**src/inc/parity_alarm_pkg.sv**
```systemverilog
// Shared constants for the input parity and alarm monitor
package parity_alarm_pkg;

  // ************************************************************
  // Register map (byte addresses, 32-bit words)
  // ************************************************************
  localparam logic [7:0] TEST_SETUP_OFS     = 8'h00;
  localparam logic [7:0] AUTO_SHUTOFF_OFS   = 8'h04;
  localparam logic [7:0] ALARM_STATUS_OFS   = 8'h08;
  localparam logic [7:0] ALARM_MASK_OFS     = 8'h0C;

  // ************************************************************
  // Test setup register fields
  // ************************************************************
  localparam int WORD_PARITY_ENA_BIT  = 0;
  localparam int BLOCK_PARITY_ENA_BIT = 1;
  localparam int ODD_PARITY_BIT       = 2;
  localparam int SW_TX_ENABLE_BIT     = 3;
  localparam int TEST_SETUP_W         = 4;
  localparam logic [3:0] TEST_SETUP_RST = 4'h0;

  // ************************************************************
  // Auto shutoff register fields
  // ************************************************************
  localparam int OFF_ON_CONV_CLK_BIT  = 0;
  localparam int OFF_ON_WORD_CLK_BIT  = 1;
  localparam int OFF_ON_COLLIDE_BIT   = 2;
  localparam int AUTO_SHUTOFF_W       = 3;
  localparam logic [2:0] AUTO_SHUTOFF_RST = 3'h0;

  // ************************************************************
  // Alarm status and mask fields
  // ************************************************************
  localparam int ZERO_CHECK_BIT       = 0;
  localparam int FIFO_SUMMARY_BIT     = 1;
  localparam int TWO_APART_BIT        = 2;
  localparam int ONE_APART_BIT        = 3;
  localparam int COLLISION_BIT        = 4;
  localparam int CLOCK_LOST_BIT       = 5;
  localparam int CONV_CLK_GONE_BIT    = 6;
  localparam int WORD_CLK_GONE_BIT    = 7;
  localparam int PATTERN_BIT          = 8;
  localparam int PLL_BIT              = 9;
  localparam int RISE_PARITY_BIT      = 10;
  localparam int FALL_PARITY_BIT      = 11;
  localparam int BLOCK_PARITY_BIT     = 12;
  localparam int ALARM_W              = 13;
  localparam logic [12:0] ALARM_STATUS_RST = 13'h0000;
  localparam logic [12:0] ALARM_MASK_RST   = 13'h0000;

  // ************************************************************
  // Bus and link widths
  // ************************************************************
  localparam int DATA_W = 16;
  localparam int PTR_W  = 8;

  // ************************************************************
  // Timing
  // ************************************************************
  localparam int CLK_PERIOD_NS = 100;
  localparam int CLK_GONE_NS   = 2000;
  localparam logic [7:0] CLK_GONE_CYC =
    8'((CLK_GONE_NS + CLK_PERIOD_NS - 1) / CLK_PERIOD_NS);

endpackage

```
**src/logic/input_parity_and_alarm_monitor.sv**
```systemverilog
// Input bus parity checker and sticky alarm monitor with Wishbone registers
//
// The Wishbone interface to the registers and the address map are this design's own decisions.
`timescale 1ns/1ns

module input_parity_and_alarm_monitor
  import parity_alarm_pkg::*;
(
  input  wire logic                               clk_i,
  input  wire logic                               rst_i,
  input  wire logic                               ce_i,
  // Wishbone slave
  input  wire logic                               cyc_i,
  input  wire logic                               stb_i,
  input  wire logic                               we_i,
  input  wire logic [7:0]                         adr_i,
  input  wire logic [3:0]                         sel_i,
  input  wire logic [31:0]                        dat_i,
  output logic      [31:0]                        dat_o,
  output logic                                    ack_o,
  // Link from the data source
  input  wire logic                               word_clk_i,
  input  wire logic [parity_alarm_pkg::DATA_W-1:0] data_i,
  input  wire logic                               check_bit_input_i,
  input  wire logic                               frame_i,
  // Device-side alarm sources
  input  wire logic                               conv_clk_toggle_i,
  input  wire logic                               pll_locked_i,
  input  wire logic                               tx_enable_i,
  input  wire logic                               pattern_mismatch_i,
  input  wire logic [parity_alarm_pkg::PTR_W-1:0]  wr_ptr_i,
  input  wire logic [parity_alarm_pkg::PTR_W-1:0]  rd_ptr_i,
  // Results
  output logic                                    alarm_o,
  output logic                                    analog_on_o
);
  import parity_alarm_pkg::*;

  logic [TEST_SETUP_W-1:0]   test_setup_register;
  logic [AUTO_SHUTOFF_W-1:0] auto_shutoff_register;
  logic [ALARM_W-1:0]        alarm_status_register;
  logic [ALARM_W-1:0]        alarm_mask_register;
  logic [ALARM_W-1:0]        events;
  logic [ALARM_W-1:0]        keep_mask;

  logic [DATA_W+3:0]         pin_meta;
  logic [DATA_W+3:0]         pin_sync;
  logic [DATA_W-1:0]         word;
  logic                      check_bit;
  logic                      frame;
  logic                      pll_locked;
  logic                      tx_enable;

  logic                      wclk_rise;
  logic                      wclk_fall;
  logic                      wclk_gone;
  logic                      cclk_gone;

  logic                      word_bad;
  logic                      rise_err;
  logic                      fall_err;
  logic                      frame_prev;
  logic                      boundary;
  logic                      block_acc;
  logic                      block_done;
  logic                      block_wait;
  logic                      block_live;
  logic                      block_err;

  logic [PTR_W-1:0]          rd_rot1_l;
  logic [PTR_W-1:0]          rd_rot1_r;
  logic [PTR_W-1:0]          rd_rot2_l;
  logic [PTR_W-1:0]          rd_rot2_r;
  logic                      ptr_equal;
  logic                      ptr_one;
  logic                      ptr_two;

  logic                      bus_req;
  logic                      bus_wr;
  logic [31:0]               next_dat;
  logic [31:0]               wmask;
  logic                      shutoff;

  // ************************************************************
  // Pin synchronisers
  // ************************************************************
  always_ff @(posedge clk_i)
  begin
    if (rst_i)
    begin
      pin_meta <= '0;
      pin_sync <= '0;
    end
    else if (ce_i)
    begin
      pin_meta <= {tx_enable_i, pll_locked_i, frame_i,
                   check_bit_input_i, data_i};
      pin_sync <= pin_meta;
    end
  end

  assign word       = pin_sync[DATA_W-1:0];
  assign check_bit  = pin_sync[DATA_W];
  assign frame      = pin_sync[DATA_W+1];
  assign pll_locked = pin_sync[DATA_W+2];
  assign tx_enable  = pin_sync[DATA_W+3];

  // Same two-stage delay as the data, so edges and words stay aligned
  clock_watch u_word_clk (
    .clk_i  (clk_i),
    .rst_i  (rst_i),
    .ce_i   (ce_i),
    .pin_i  (word_clk_i),
    .rise_o (wclk_rise),
    .fall_o (wclk_fall),
    .gone_o (wclk_gone)
  );

  clock_watch u_conv_clk (
    .clk_i  (clk_i),
    .rst_i  (rst_i),
    .ce_i   (ce_i),
    .pin_i  (conv_clk_toggle_i),
    .rise_o (),
    .fall_o (),
    .gone_o (cclk_gone)
  );

  // ************************************************************
  // Word-by-word parity
  // ************************************************************
  // Seventeen-bit XOR: high means an odd count of ones
  assign word_bad = ((^word) ^ check_bit)
                    != test_setup_register[ODD_PARITY_BIT];
  assign rise_err = test_setup_register[WORD_PARITY_ENA_BIT]
                    & wclk_rise & word_bad;
  assign fall_err = test_setup_register[WORD_PARITY_ENA_BIT]
                    & wclk_fall & word_bad;

  // ************************************************************
  // Block parity
  // ************************************************************
  assign boundary = wclk_rise & frame & ~frame_prev;
  assign block_err = block_wait & wclk_fall
                     & (frame != block_done);

  always_ff @(posedge clk_i)
  begin
    if (rst_i)
      frame_prev <= 1'b0;
    else if (ce_i && wclk_rise)
      frame_prev <= frame;
  end

  // The partial block seen at enable is never judged
  always_ff @(posedge clk_i)
  begin
    if (rst_i || !test_setup_register[BLOCK_PARITY_ENA_BIT])
    begin
      block_acc  <= 1'b0;
      block_done <= 1'b0;
      block_wait <= 1'b0;
      block_live <= 1'b0;
    end
    else if (ce_i)
    begin
      if (boundary)
      begin
        block_done <= block_acc;
        block_acc  <= ^word;
        block_wait <= block_live;
        block_live <= 1'b1;
      end
      else if (wclk_rise || wclk_fall)
      begin
        block_acc <= block_acc ^ (^word);
        if (wclk_fall)
          block_wait <= 1'b0;
      end
    end
  end

  // ************************************************************
  // FIFO pointer health
  // ************************************************************
  assign rd_rot1_l = {rd_ptr_i[PTR_W-2:0], rd_ptr_i[PTR_W-1]};
  assign rd_rot1_r = {rd_ptr_i[0], rd_ptr_i[PTR_W-1:1]};
  assign rd_rot2_l = {rd_ptr_i[PTR_W-3:0], rd_ptr_i[PTR_W-1:PTR_W-2]};
  assign rd_rot2_r = {rd_ptr_i[1:0], rd_ptr_i[PTR_W-1:2]};
  assign ptr_equal = (wr_ptr_i == rd_ptr_i);
  assign ptr_one   = (wr_ptr_i == rd_rot1_l)
                     | (wr_ptr_i == rd_rot1_r);
  assign ptr_two   = (wr_ptr_i == rd_rot2_l)
                     | (wr_ptr_i == rd_rot2_r);

  // ************************************************************
  // Alarm events
  // ************************************************************
  always_comb
  begin
    events = '0;
    events[ZERO_CHECK_BIT]    = (wr_ptr_i == '0);
    events[COLLISION_BIT]     = ptr_equal;
    events[ONE_APART_BIT]     = ptr_one;
    events[TWO_APART_BIT]     = ptr_two;
    events[FIFO_SUMMARY_BIT]  = ptr_equal | ptr_one | ptr_two;
    events[CONV_CLK_GONE_BIT] = cclk_gone;
    events[WORD_CLK_GONE_BIT] = wclk_gone;
    events[CLOCK_LOST_BIT]    = cclk_gone | wclk_gone;
    events[PATTERN_BIT]       = pattern_mismatch_i;
    events[PLL_BIT]           = ~pll_locked;
    events[RISE_PARITY_BIT]   = rise_err;
    events[FALL_PARITY_BIT]   = fall_err;
    events[BLOCK_PARITY_BIT]  = block_err;
  end

  // ************************************************************
  // Wishbone slave
  // ************************************************************
  assign bus_req = cyc_i & stb_i & ~ack_o;
  assign bus_wr  = cyc_i & stb_i & we_i & ack_o;  // Lands as ack is sampled

  // Byte lanes not selected keep their old content
  assign wmask = {{8{sel_i[3]}}, {8{sel_i[2]}},
                  {8{sel_i[1]}}, {8{sel_i[0]}}};

  always_comb
  begin
    next_dat = 32'h0000_0000;
    case (adr_i)
      TEST_SETUP_OFS:
        next_dat[TEST_SETUP_W-1:0] = test_setup_register;
      AUTO_SHUTOFF_OFS:
        next_dat[AUTO_SHUTOFF_W-1:0] = auto_shutoff_register;
      ALARM_STATUS_OFS:
        next_dat[ALARM_W-1:0] = alarm_status_register;
      ALARM_MASK_OFS:
        next_dat[ALARM_W-1:0] = alarm_mask_register;
      default:
        next_dat = 32'h0000_0000;
    endcase
  end

  always_ff @(posedge clk_i)
  begin
    if (rst_i)
    begin
      ack_o <= 1'b0;
      dat_o <= 32'h0000_0000;
    end
    else if (ce_i)
    begin
      ack_o <= bus_req;
      if (bus_req && !we_i)
        dat_o <= next_dat;
    end
  end

  always_ff @(posedge clk_i)
  begin
    if (rst_i)
    begin
      test_setup_register   <= TEST_SETUP_RST;
      auto_shutoff_register <= AUTO_SHUTOFF_RST;
      alarm_mask_register   <= ALARM_MASK_RST;
    end
    else if (ce_i && bus_wr)
    begin
      if (adr_i == TEST_SETUP_OFS)
        test_setup_register <= (test_setup_register
                                & ~wmask[TEST_SETUP_W-1:0])
                               | (dat_i[TEST_SETUP_W-1:0]
                                  & wmask[TEST_SETUP_W-1:0]);
      if (adr_i == AUTO_SHUTOFF_OFS)
        auto_shutoff_register <= (auto_shutoff_register
                                  & ~wmask[AUTO_SHUTOFF_W-1:0])
                                 | (dat_i[AUTO_SHUTOFF_W-1:0]
                                    & wmask[AUTO_SHUTOFF_W-1:0]);
      if (adr_i == ALARM_MASK_OFS)
        alarm_mask_register <= (alarm_mask_register
                                & ~wmask[ALARM_W-1:0])
                               | (dat_i[ALARM_W-1:0]
                                  & wmask[ALARM_W-1:0]);
    end
  end

  // ************************************************************
  // Sticky alarm status
  // ************************************************************
  // Zero in a selected lane clears; a new event the same cycle still wins
  assign keep_mask = (bus_wr && adr_i == ALARM_STATUS_OFS)
                     ? (dat_i[ALARM_W-1:0] | ~wmask[ALARM_W-1:0])
                     : {ALARM_W{1'b1}};

  always_ff @(posedge clk_i)
  begin
    if (rst_i)
      alarm_status_register <= ALARM_STATUS_RST;
    else if (ce_i)
      alarm_status_register <= (alarm_status_register & keep_mask)
                               | events;
  end

  // ************************************************************
  // Alarm pin and analog output gate
  // ************************************************************
  // Shutoff follows the sticky flags, so analog_on_o stays off until cleared
  assign shutoff =
    (auto_shutoff_register[OFF_ON_CONV_CLK_BIT]
     & alarm_status_register[CONV_CLK_GONE_BIT])
    | (auto_shutoff_register[OFF_ON_WORD_CLK_BIT]
       & alarm_status_register[WORD_CLK_GONE_BIT])
    | (auto_shutoff_register[OFF_ON_COLLIDE_BIT]
       & alarm_status_register[COLLISION_BIT]);

  always_ff @(posedge clk_i)
  begin
    if (rst_i)
    begin
      alarm_o     <= 1'b0;
      analog_on_o <= 1'b0;
    end
    else if (ce_i)
    begin
      alarm_o     <= |(alarm_status_register
                       & alarm_mask_register);
      analog_on_o <= tx_enable & ~shutoff
                     & test_setup_register[SW_TX_ENABLE_BIT];
    end
  end

endmodule // input_parity_and_alarm_monitor

```
**src/logic/clock_watch.sv**
```systemverilog
// Samples a slow clock-like pin, finds its edges, and flags it stopped
`timescale 1ns/1ns
module clock_watch
  import parity_alarm_pkg::*;
(
  input  wire logic clk_i,
  input  wire logic rst_i,
  input  wire logic ce_i,
  input  wire logic pin_i,
  output logic      rise_o,
  output logic      fall_o,
  output logic      gone_o
);

  logic       meta;
  logic       level;
  logic       prev;
  logic [7:0] idle_cnt;

  // ************************************************************
  // Two-stage synchroniser and edge history
  // ************************************************************
  always_ff @(posedge clk_i)
  begin
    if (rst_i)
    begin
      meta  <= 1'b0;
      level <= 1'b0;
      prev  <= 1'b0;
    end
    else if (ce_i)
    begin
      meta  <= pin_i;
      level <= meta;
      prev  <= level;
    end
  end

  assign rise_o = level & ~prev;
  assign fall_o = ~level & prev;

  // ************************************************************
  // Stall watchdog
  // ************************************************************
  // Saturates so a clock that never starts still reads as gone
  always_ff @(posedge clk_i)
  begin
    if (rst_i)
      idle_cnt <= 8'h00;
    else if (ce_i)
    begin
      if (rise_o | fall_o)
        idle_cnt <= 8'h00;
      else if (idle_cnt != CLK_GONE_CYC)
        idle_cnt <= idle_cnt + 8'h01;
    end
  end

  assign gone_o = (idle_cnt == CLK_GONE_CYC);

endmodule // clock_watch

```
**config.mk**
```make
export PLATFORM = sky130hd
export DESIGN_NAME = input_parity_and_alarm_monitor
export DESIGN_NICKNAME = d
export VERILOG_FILES = /design/src/inc/parity_alarm_pkg.sv /design/src/logic/input_parity_and_alarm_monitor.sv /design/src/logic/clock_watch.sv
export SDC_FILE = /design/constraint.sdc
export NUM_CORES = 1
export LEC_CHECK = 0
export BUFFER_PORTS_ARGS = -buffer_cell sky130_fd_sc_hd__clkbuf_2
export CAP_MARGIN = 20
export CORE_MARGIN = 2
export CORE_UTILIZATION = 58
export CTS_BUF_LIST = sky130_fd_sc_hd__clkbuf_16
export CTS_CLUSTER_DIAMETER = 30
export DETAILED_ROUTE_END_ITERATION = 8
export HOLD_SLACK_MARGIN = 0.05
export MAX_ROUTING_LAYER = met4
export PLACE_DENSITY = 0.85
export SYNTH_ARGS = -nofsm -noshare
export SYNTH_HDL_FRONTEND = slang
export SYNTH_SLANG_ARGS = --single-unit
```
**constraint.sdc**
```tcl
create_clock -name clk_i -period 3.65 [get_ports clk_i]
set_input_delay 0.365 -clock clk_i [delete_from_list [all_inputs] [get_ports clk_i]]
set_output_delay 0.365 -clock clk_i [all_outputs]
set_load 0.005 [all_outputs]
```
==> metrics.txt, run 1 <==
status=complete, no violations; drt first pass iters=5; clk_lat worst skew=0.42 ns; initial cell density of the core=59.6%; DRC=0; critical path's top delay family=simple AND/OR/NAND/NOR gates; compound-cell area share of the yosys netlist=8.60%; clk root buf=clkbuf_16; top cells by area, synth=dfxtp_1, mux2i_1, xnor2_1; top sig layer=met4; worst relative slew slack=42.0%; Worst EP arrival=2.57 ns; Site Rows=35; antenna violations before repair=0; worst-margin pin slew=0.863 ns; die width=101 um; largest family of logic cells by synthesized area=simple AND/OR/NAND/NOR gates; Syn Inst Count=607; DR iter-0 viols=316; peak supply drop=0.366 mV; synthesis-to-layout area growth=17.0%; Pleak=2.70 nW; critical path fanouts, max=11; Die ar.=10300 um^2; RSZ-0062 raised after global routing=false; Fin Hold WS=0.187 ns; routed vias=4487; Fin. Hold Viols=0; first-pass GRT wire length=20700 um; Cell Area, Synth=5510 um^2; share of synthesized flip-flops with an asynchronous set or reset=0%; CP Buf/Inv Count=1; port bufs=83; Synth Register Bits=116; Hold Path Class=input port to flop; YS warnings=0; Boundary Pins=124; Post-CTS Setup Repair Bufs=0; die height=101 um; Diodes inserted=0; Longest Clk Path Bufs=2; endpoints failing setup=0; Clock Skew=0.00696 ns; largest net degree at the start of global routing=47; routed wl met2=6140 um; Max Slew Vio Count=0; gr usage total=26.4%; CP max-delay cell=or4_1; adder-cell share of the synthesized area=1.36%; grt ovf=0; sequential area share after synthesis=42.1%; nets@finish=763; Setup crit end kind=flop; WS Path Type=input port to flop; placed cells=778; layout cells sized above 1=19.5%; cts repair resizes=0; Final min period=2.30 ns; post-route ant nets=0; crit path launch type=input port; post-synthesis mux area share=12.3%; Top FF cell, synth=dfxtp_1; drt wl/cell=15.4 um; max cap viols=0; number of global-route vias before repair=4354; clk sinks=116; Mean Syn Cell Area=9.08 um^2; non-filler instance count after layout=810; CP Cell Sequence=clkbuf_2, or4_1, or3_4, nor3b_4, nand2_1, o21ai_0, a21oi_1; Via density=5.54; post-synth top area cell=dfxtp_1; Crit path largest cell delay=0.54 ns; Core Footprint=9240 um^2; CTS tree=yes; setup TNS=0 ns; hold buffers post-CTS=0; H-tree levels=4; pwr dens=502 nW/um^2; Worst-path clk slew=0.06 ns; routed wire length=12500 um; Metal-1 WL=5310 um; post-synthesis simple-gate area fraction=17.6%; Worst Path Required=3.91 ns; fmax=434 MHz; post-synth cell types=53; EDFF count, synth=0; XOR/XNOR share of the synthesized area=11.6%; TritonCTS buffer count=17; GP Congestion=0.909; Synth top area share=42.1%; met3 wire length=761 um; DP Wirelength=8340 um; fin crit share=63.1%
==> cells in the mapped netlist (2+ instances only) <==
library cell,n
dfxtp_1,116
nor2_1,101
mux2i_1,60
xnor2_1,52
clkbuf_1,33
nand2_1,30
a21oi_1,23
xor2_1,21
buf_4,19
nand3_1,19
nand4_1,14
nor3_1,13
a22oi_1,10
a221oi_1,9
inv_1,8
o21ai_0,8
buf_1,6
ha_1,6
and3_1,5
o21ai_2,5
buf_2,3
mux4_2,3
nand2b_1,3
nor4_1,3
a31oi_1,2
a32oi_1,2
nand4b_1,2
nor2b_1,2
o22ai_1,2
o31ai_1,2
or2_2,2
or3_1,2
==> power by group <==
part / leakage, nW / switching (mW) / internal (mW)
Clock: 0.281 / 0.618 / 1.01
Sequential: 0.942 / 0.0258 / 1.30
Combinational: 1.47 / 0.157 / 0.125
==> worst min-delay path, stage by stage <==
cell and delay [ns]:
clkbuf_2 0.07, mux2i_1 0.06, nor2_1 0.07
==> through the flow <==
step	area, um^2	total power, mW	utilization [%]	worst slack (ns)
2_1_floorplan	5580	1.56	-	1.63
3_3_place_gp	5870	1.62	63.5	1.04
3_5_place_dp	5870	1.63	63.5	0.974
4_1_cts	6450	3.25	69.8	1.38
5_1_grt	6450	3.35	69.8	1.22
6_report	6450	3.23	69.8	1.35
==> final cells by class <==
type,instances,area (um^2)
multi-input cells,439,2910
well taps,129,161
clock inverters,15,158
fillers,701,2790
flip-flops and latches,116,2320
inverters,8,30.0
clock buffers,17,425
repair buffers,86,440
==> cell families after synthesis <==
logic type,Yosys count
other cells,1
flops,116
buf+inv,70
simple gates,206
fa+ha+maj,6
xor+xnor,73
mux,64
compound gates,71
==> path summary, 6_finish.rpt <==
check / start / endpoint / slack (ns) / depth (start not counted)
hold reg to reg: frame_prev$_SDFFE_PP0P_ / frame_prev$_SDFFE_PP0P_ / 0.46 / 2
hold / removal: data_i[3] / pin_meta[3]$_SDFFE_PP0P_ / 0.19 / 3
setup reg to reg: u_conv_clk.idle_cnt[0]$_SDFFE_PP0P_ / u_conv_clk.idle_cnt[5]$_SDFFE_PP0P_ / 1.71 / 8
setup / recovery: adr_i[1] / alarm_status_register[0]$_SDFFE_PP0P_ / 1.35 / 7
==> placed cells by master, fill, tap and decap left out, types with 4 or more instances in the layout <==
master	Yosys	layout
a21oi_1	23	23
a221oi_1	9	9
a22oi_1	10	10
and3_1	5	5
buf_4	19	4
clkbuf_16	0	17
clkbuf_2	0	81
clkinv_4	0	4
conb_1	1	19
dfxtp_1	116	116
ha_1	6	6
inv_1	8	9
mux2i_1	60	60
nand2_1	30	30
nand3_1	19	19
nand4_1	14	14
nor2_1	101	101
nor3_1	13	13
o21ai_0	8	8
o21ai_2	5	5
xnor2_1	52	52
xor2_1	21	21
==> metal layers <==
metal	global-route usage [%]	up-vias
li1	-	2162
met1	31.1	2135
met2	43.1	163
met3	6.63	27
met4	10.6	0
met5	-	-
No activity file was read; power rests on OpenSTA's default activity.
==> run 2, diff against run 1 <==
--- a/config.mk
+++ b/config.mk
@@ -5,16 +5,17 @@
 export SDC_FILE = /design/constraint.sdc
 export NUM_CORES = 1
 export LEC_CHECK = 0
+export ABC_AREA = 1
 export BUFFER_PORTS_ARGS = -buffer_cell sky130_fd_sc_hd__clkbuf_2
 export CAP_MARGIN = 20
 export CORE_MARGIN = 2
-export CORE_UTILIZATION = 58
+export CORE_UTILIZATION = 50
 export CTS_BUF_LIST = sky130_fd_sc_hd__clkbuf_16
 export CTS_CLUSTER_DIAMETER = 30
 export DETAILED_ROUTE_END_ITERATION = 8
 export HOLD_SLACK_MARGIN = 0.05
 export MAX_ROUTING_LAYER = met4
-export PLACE_DENSITY = 0.85
+export PLACE_DENSITY = 0.77
 export SYNTH_ARGS = -nofsm -noshare
 export SYNTH_HDL_FRONTEND = slang
 export SYNTH_SLANG_ARGS = --single-unit
==> constraint.sdc (replaced) <==
create_clock -name clk_i -period 2.1 [get_ports clk_i]
set_input_delay 0.21 -clock clk_i [delete_from_list [all_inputs] [get_ports clk_i]]
set_output_delay 0.21 -clock clk_i [all_outputs]
set_load 0.005 [all_outputs]
==> metrics.txt, run 2 <==
Mean Syn Cell Area=6.83 um^2 (-25%); Synth top area share=37.9% (-4.2 points); most frequent cells in the layout=nand2_1, nor2_1, dfxtp_1, inv_1, o21ai_0; area of the multi-input gates=3130 um^2 (+7.4%); Crit path largest cell delay=0.36 ns (-0.18 ns); layout cells sized above 1=15.2% (-4.4 points); clk sinks=116 (unchanged); hold buffers post-CTS=23 (+23); Site Rows=40 (+14%); most numerous cell in the Yosys netlist=nand2_1; TritonCTS buffer count=17 (unchanged); max cap viols=0 (unchanged); Sw Share=24.5% (-0.25 points); post-synth top area cell=dfxtp_1; Clk network pwr share=50.1% (about the same); critical path fanouts, max=9 (-2); Critical Path Start=u_word_clk.prev$_SDFFE_PP0P_; most frequent CP cell=nor2_1; XOR/XNOR share of the synthesized area=4.00% (-7.6 points); H-tree levels=4 (unchanged); WS Path Type=flop to flop; DP Wirelength=10100 um (+21%); adder-cell share of the synthesized area=1.23% (-0.14 points); status=complete, no violations; routed vias=5877 (+31%); Die ar.=13100 um^2 (+28%); Clock Skew=0.00879 ns (+0.00183 ns); Fin. Hold Viols=0 (unchanged); Longest Clk Path Bufs=2 (unchanged); register area=2320 um^2 (unchanged); share of synthesized flip-flops with an asynchronous set or reset=0% (unchanged); largest family of logic cells by synthesized area=simple AND/OR/NAND/NOR gates; placed cells=1095 (+41%); number of global-route vias before repair=5343 (+23%); non-filler instance count after layout=1150 (+42%); post-synthesis mux area share=0% (-12 points); Setup crit end kind=flop; pwr dens=806 nW/um^2 (+61%); GP Congestion=0.896 (-1.4%); clk root buf=clkbuf_16; worst relative slew slack=59.4% (+17 points); DRC=0 (unchanged); initial cell density of the core=51.2% (-8.5 points); worst-margin pin slew=0.603 ns (-0.260 ns); top cells by count, synth=nand2_1, nor2_1, dfxtp_1; CP Cell Sequence=inv_1, ha_1, nor2_1, nor2_4, nor3_2, nand2_1, xor2_1, nor2_1; Diodes inserted=0 (unchanged); Boundary Pins=124 (unchanged); Synth Register Bits=116 (unchanged); post-synth cell types=43 (-19%); post-route ant nets=0 (unchanged); Pleak=3.31 nW (+23%); compound-cell area share of the yosys netlist=16.2% (+7.6 points); peak supply drop=0.607 mV (+66%); EDFF count, synth=0 (unchanged); top cells by area, synth=dfxtp_1, nand2_1, o21ai_0; sequential area share after synthesis=37.9% (-4.2 points); synthesis-to-layout area growth=20.9%; Top FF cell, synth=dfxtp_1; Final Util=61.9% (-7.9 points); Hold Path Class=input port to flop; RSZ-0062 raised after global routing=false; antenna violations before repair=0 (unchanged); Worst EP arrival=2.08 ns (-0.49 ns); Worst-path clk slew=0.06 ns (about the same); CP max-delay cell=dfxtp_1; Combinational Power Share=10.9% (+2.2 points); nets@finish=1085 (+42%); CTS tree=yes; grt ovf=0 (unchanged); DR iter-0 viols=413 (+31%); reg2reg start=u_word_clk.prev$_SDFFE_PP0P_; setup TNS=0 ns (unchanged); drt wl/cell=12.5 um (-19%); drt first pass iters=7 (+2); Post-CTS Setup Repair Bufs=0 (unchanged); cts repair resizes=0 (unchanged); Cell Area, Synth=6120 um^2 (+11%); Fin Hold WS=0.103 ns (-0.0840 ns); post-synthesis simple-gate area fraction=28.4% (+11 points); Hold Crit Start=dat_i[3]; Core Footprint=12000 um^2 (+29%); YS warnings=0 (unchanged); gr usage total=23.2% (-3.1 points); crit path launch type=flop; fillers=1097 (+56%); sw power=1.46 mW (+83%); most common cell after layout, fill and taps aside=nand2_1; first-pass GRT wire length=23900 um (+16%); Syn Inst Count=896 (+48%); total design power=5.97 mW (+85%); Max Slew Vio Count=0 (unchanged); Int Pwr=4.51 mW (+85%); sequential share of power=39.1% (-1.9 points); die width=115 um (+13%); largest net degree at the start of global routing=41 (-13%); Final min period=1.81 ns; routed wire length=14400 um (+15%); fmax=554 MHz; port bufs=83 (unchanged); die height=115 um (+13%); Via density=5.11 (-7.7%); fin crit share=86.0%; Worst Path Required=2.37 ns (-1.54 ns); endpoints failing setup=0 (unchanged); clk_lat worst skew=0.41 ns (about the same)
run 2: cell types whose count changed after synthesis, sizes merged, moves of 8 or more:
cell    before  now
a21oi       23   60
nand2       32  178
xnor2       52   15
xor2        21   13
a22oi       10    0
o22ai        2   10
mux2i       60    0
clkbuf      33   21
nor2       101  130
o21ai       14  101
nor3        13   27
a221oi       9    0
buf         29   37
inv          8  110
run 2: kinds of logic (layout without fill, tap and decap cells):
family | count (synthesis) | after routing
flops | 116 | 116
buf+inv | 169 | 258
fa+ha+maj | 6 | 6
xor+xnor | 28 | 28
compound gates | 186 | 186
other cells | 1 | 19
simple gates | 390 | 390
run 2: critical path, delay by kind of cell (launching register included):
family        cells  cell delay (ns)
simple gates      5             0.76
flops             1             0.36
fa+ha+maj         1             0.35
xor+xnor          1             0.14
buf+inv           1             0.07
run 2: layer usage:
metal	global-route usage (%)	wire [um]
met5	-	0
met4	8.21	299
met3	5.03	835
met2	37.6	6790
met1	28.7	6470
run 2: power by group through the flow:
| stage | logic, mW | clock network (mW) | registers (mW) |
|---|---|---|---|
| after floorplan | 0.456 | 0 | 2.37 |
| after global placement | 0.598 | 0 | 2.37 |
| after detailed placement | 0.608 | 0 | 2.38 |
| after CTS | 0.648 | 3.02 | 2.33 |
| after global routing | 0.748 | 3.13 | 2.34 |
| final | 0.650 | 2.99 | 2.33 |
run 2: final timing paths:
path | endpoint | slack [ns] | depth (start not counted)
max | u_word_clk.idle_cnt[4]$_SDFFE_PP0P_ | 0.29 | 8
min | flop | 0.10 | 3
max reg2reg | u_word_clk.idle_cnt[4]$_SDFFE_PP0P_ | 0.29 | 8
min reg2reg | block_live$_SDFFE_PP0P_ | 0.46 | 1
run 2: area by class of cell:
| class | instances | share of cell area [%] |
|---|---|---|
| inverter | 111 | 5.63 |
| sequential | 116 | 31.4 |
| clock inverter | 15 | 2.55 |
| tap | 147 | 2.48 |
| timing repair buffer | 115 | 9.97 |
| multi-input combinational | 629 | 42.3 |
| clock buffer | 17 | 5.75 |
run 2: stage by stage:
| stage | worst slack, ns | cell area, um^2 |
|---|---|---|
| final | 0.294 | 7400 |
| after global routing | 0.139 | 7400 |
| after CTS | 0.319 | 7400 |
| after floorplan | 0.574 | 6190 |
| after detailed placement | 0.340 | 6560 |
| after global placement | 0.377 | 6560 |
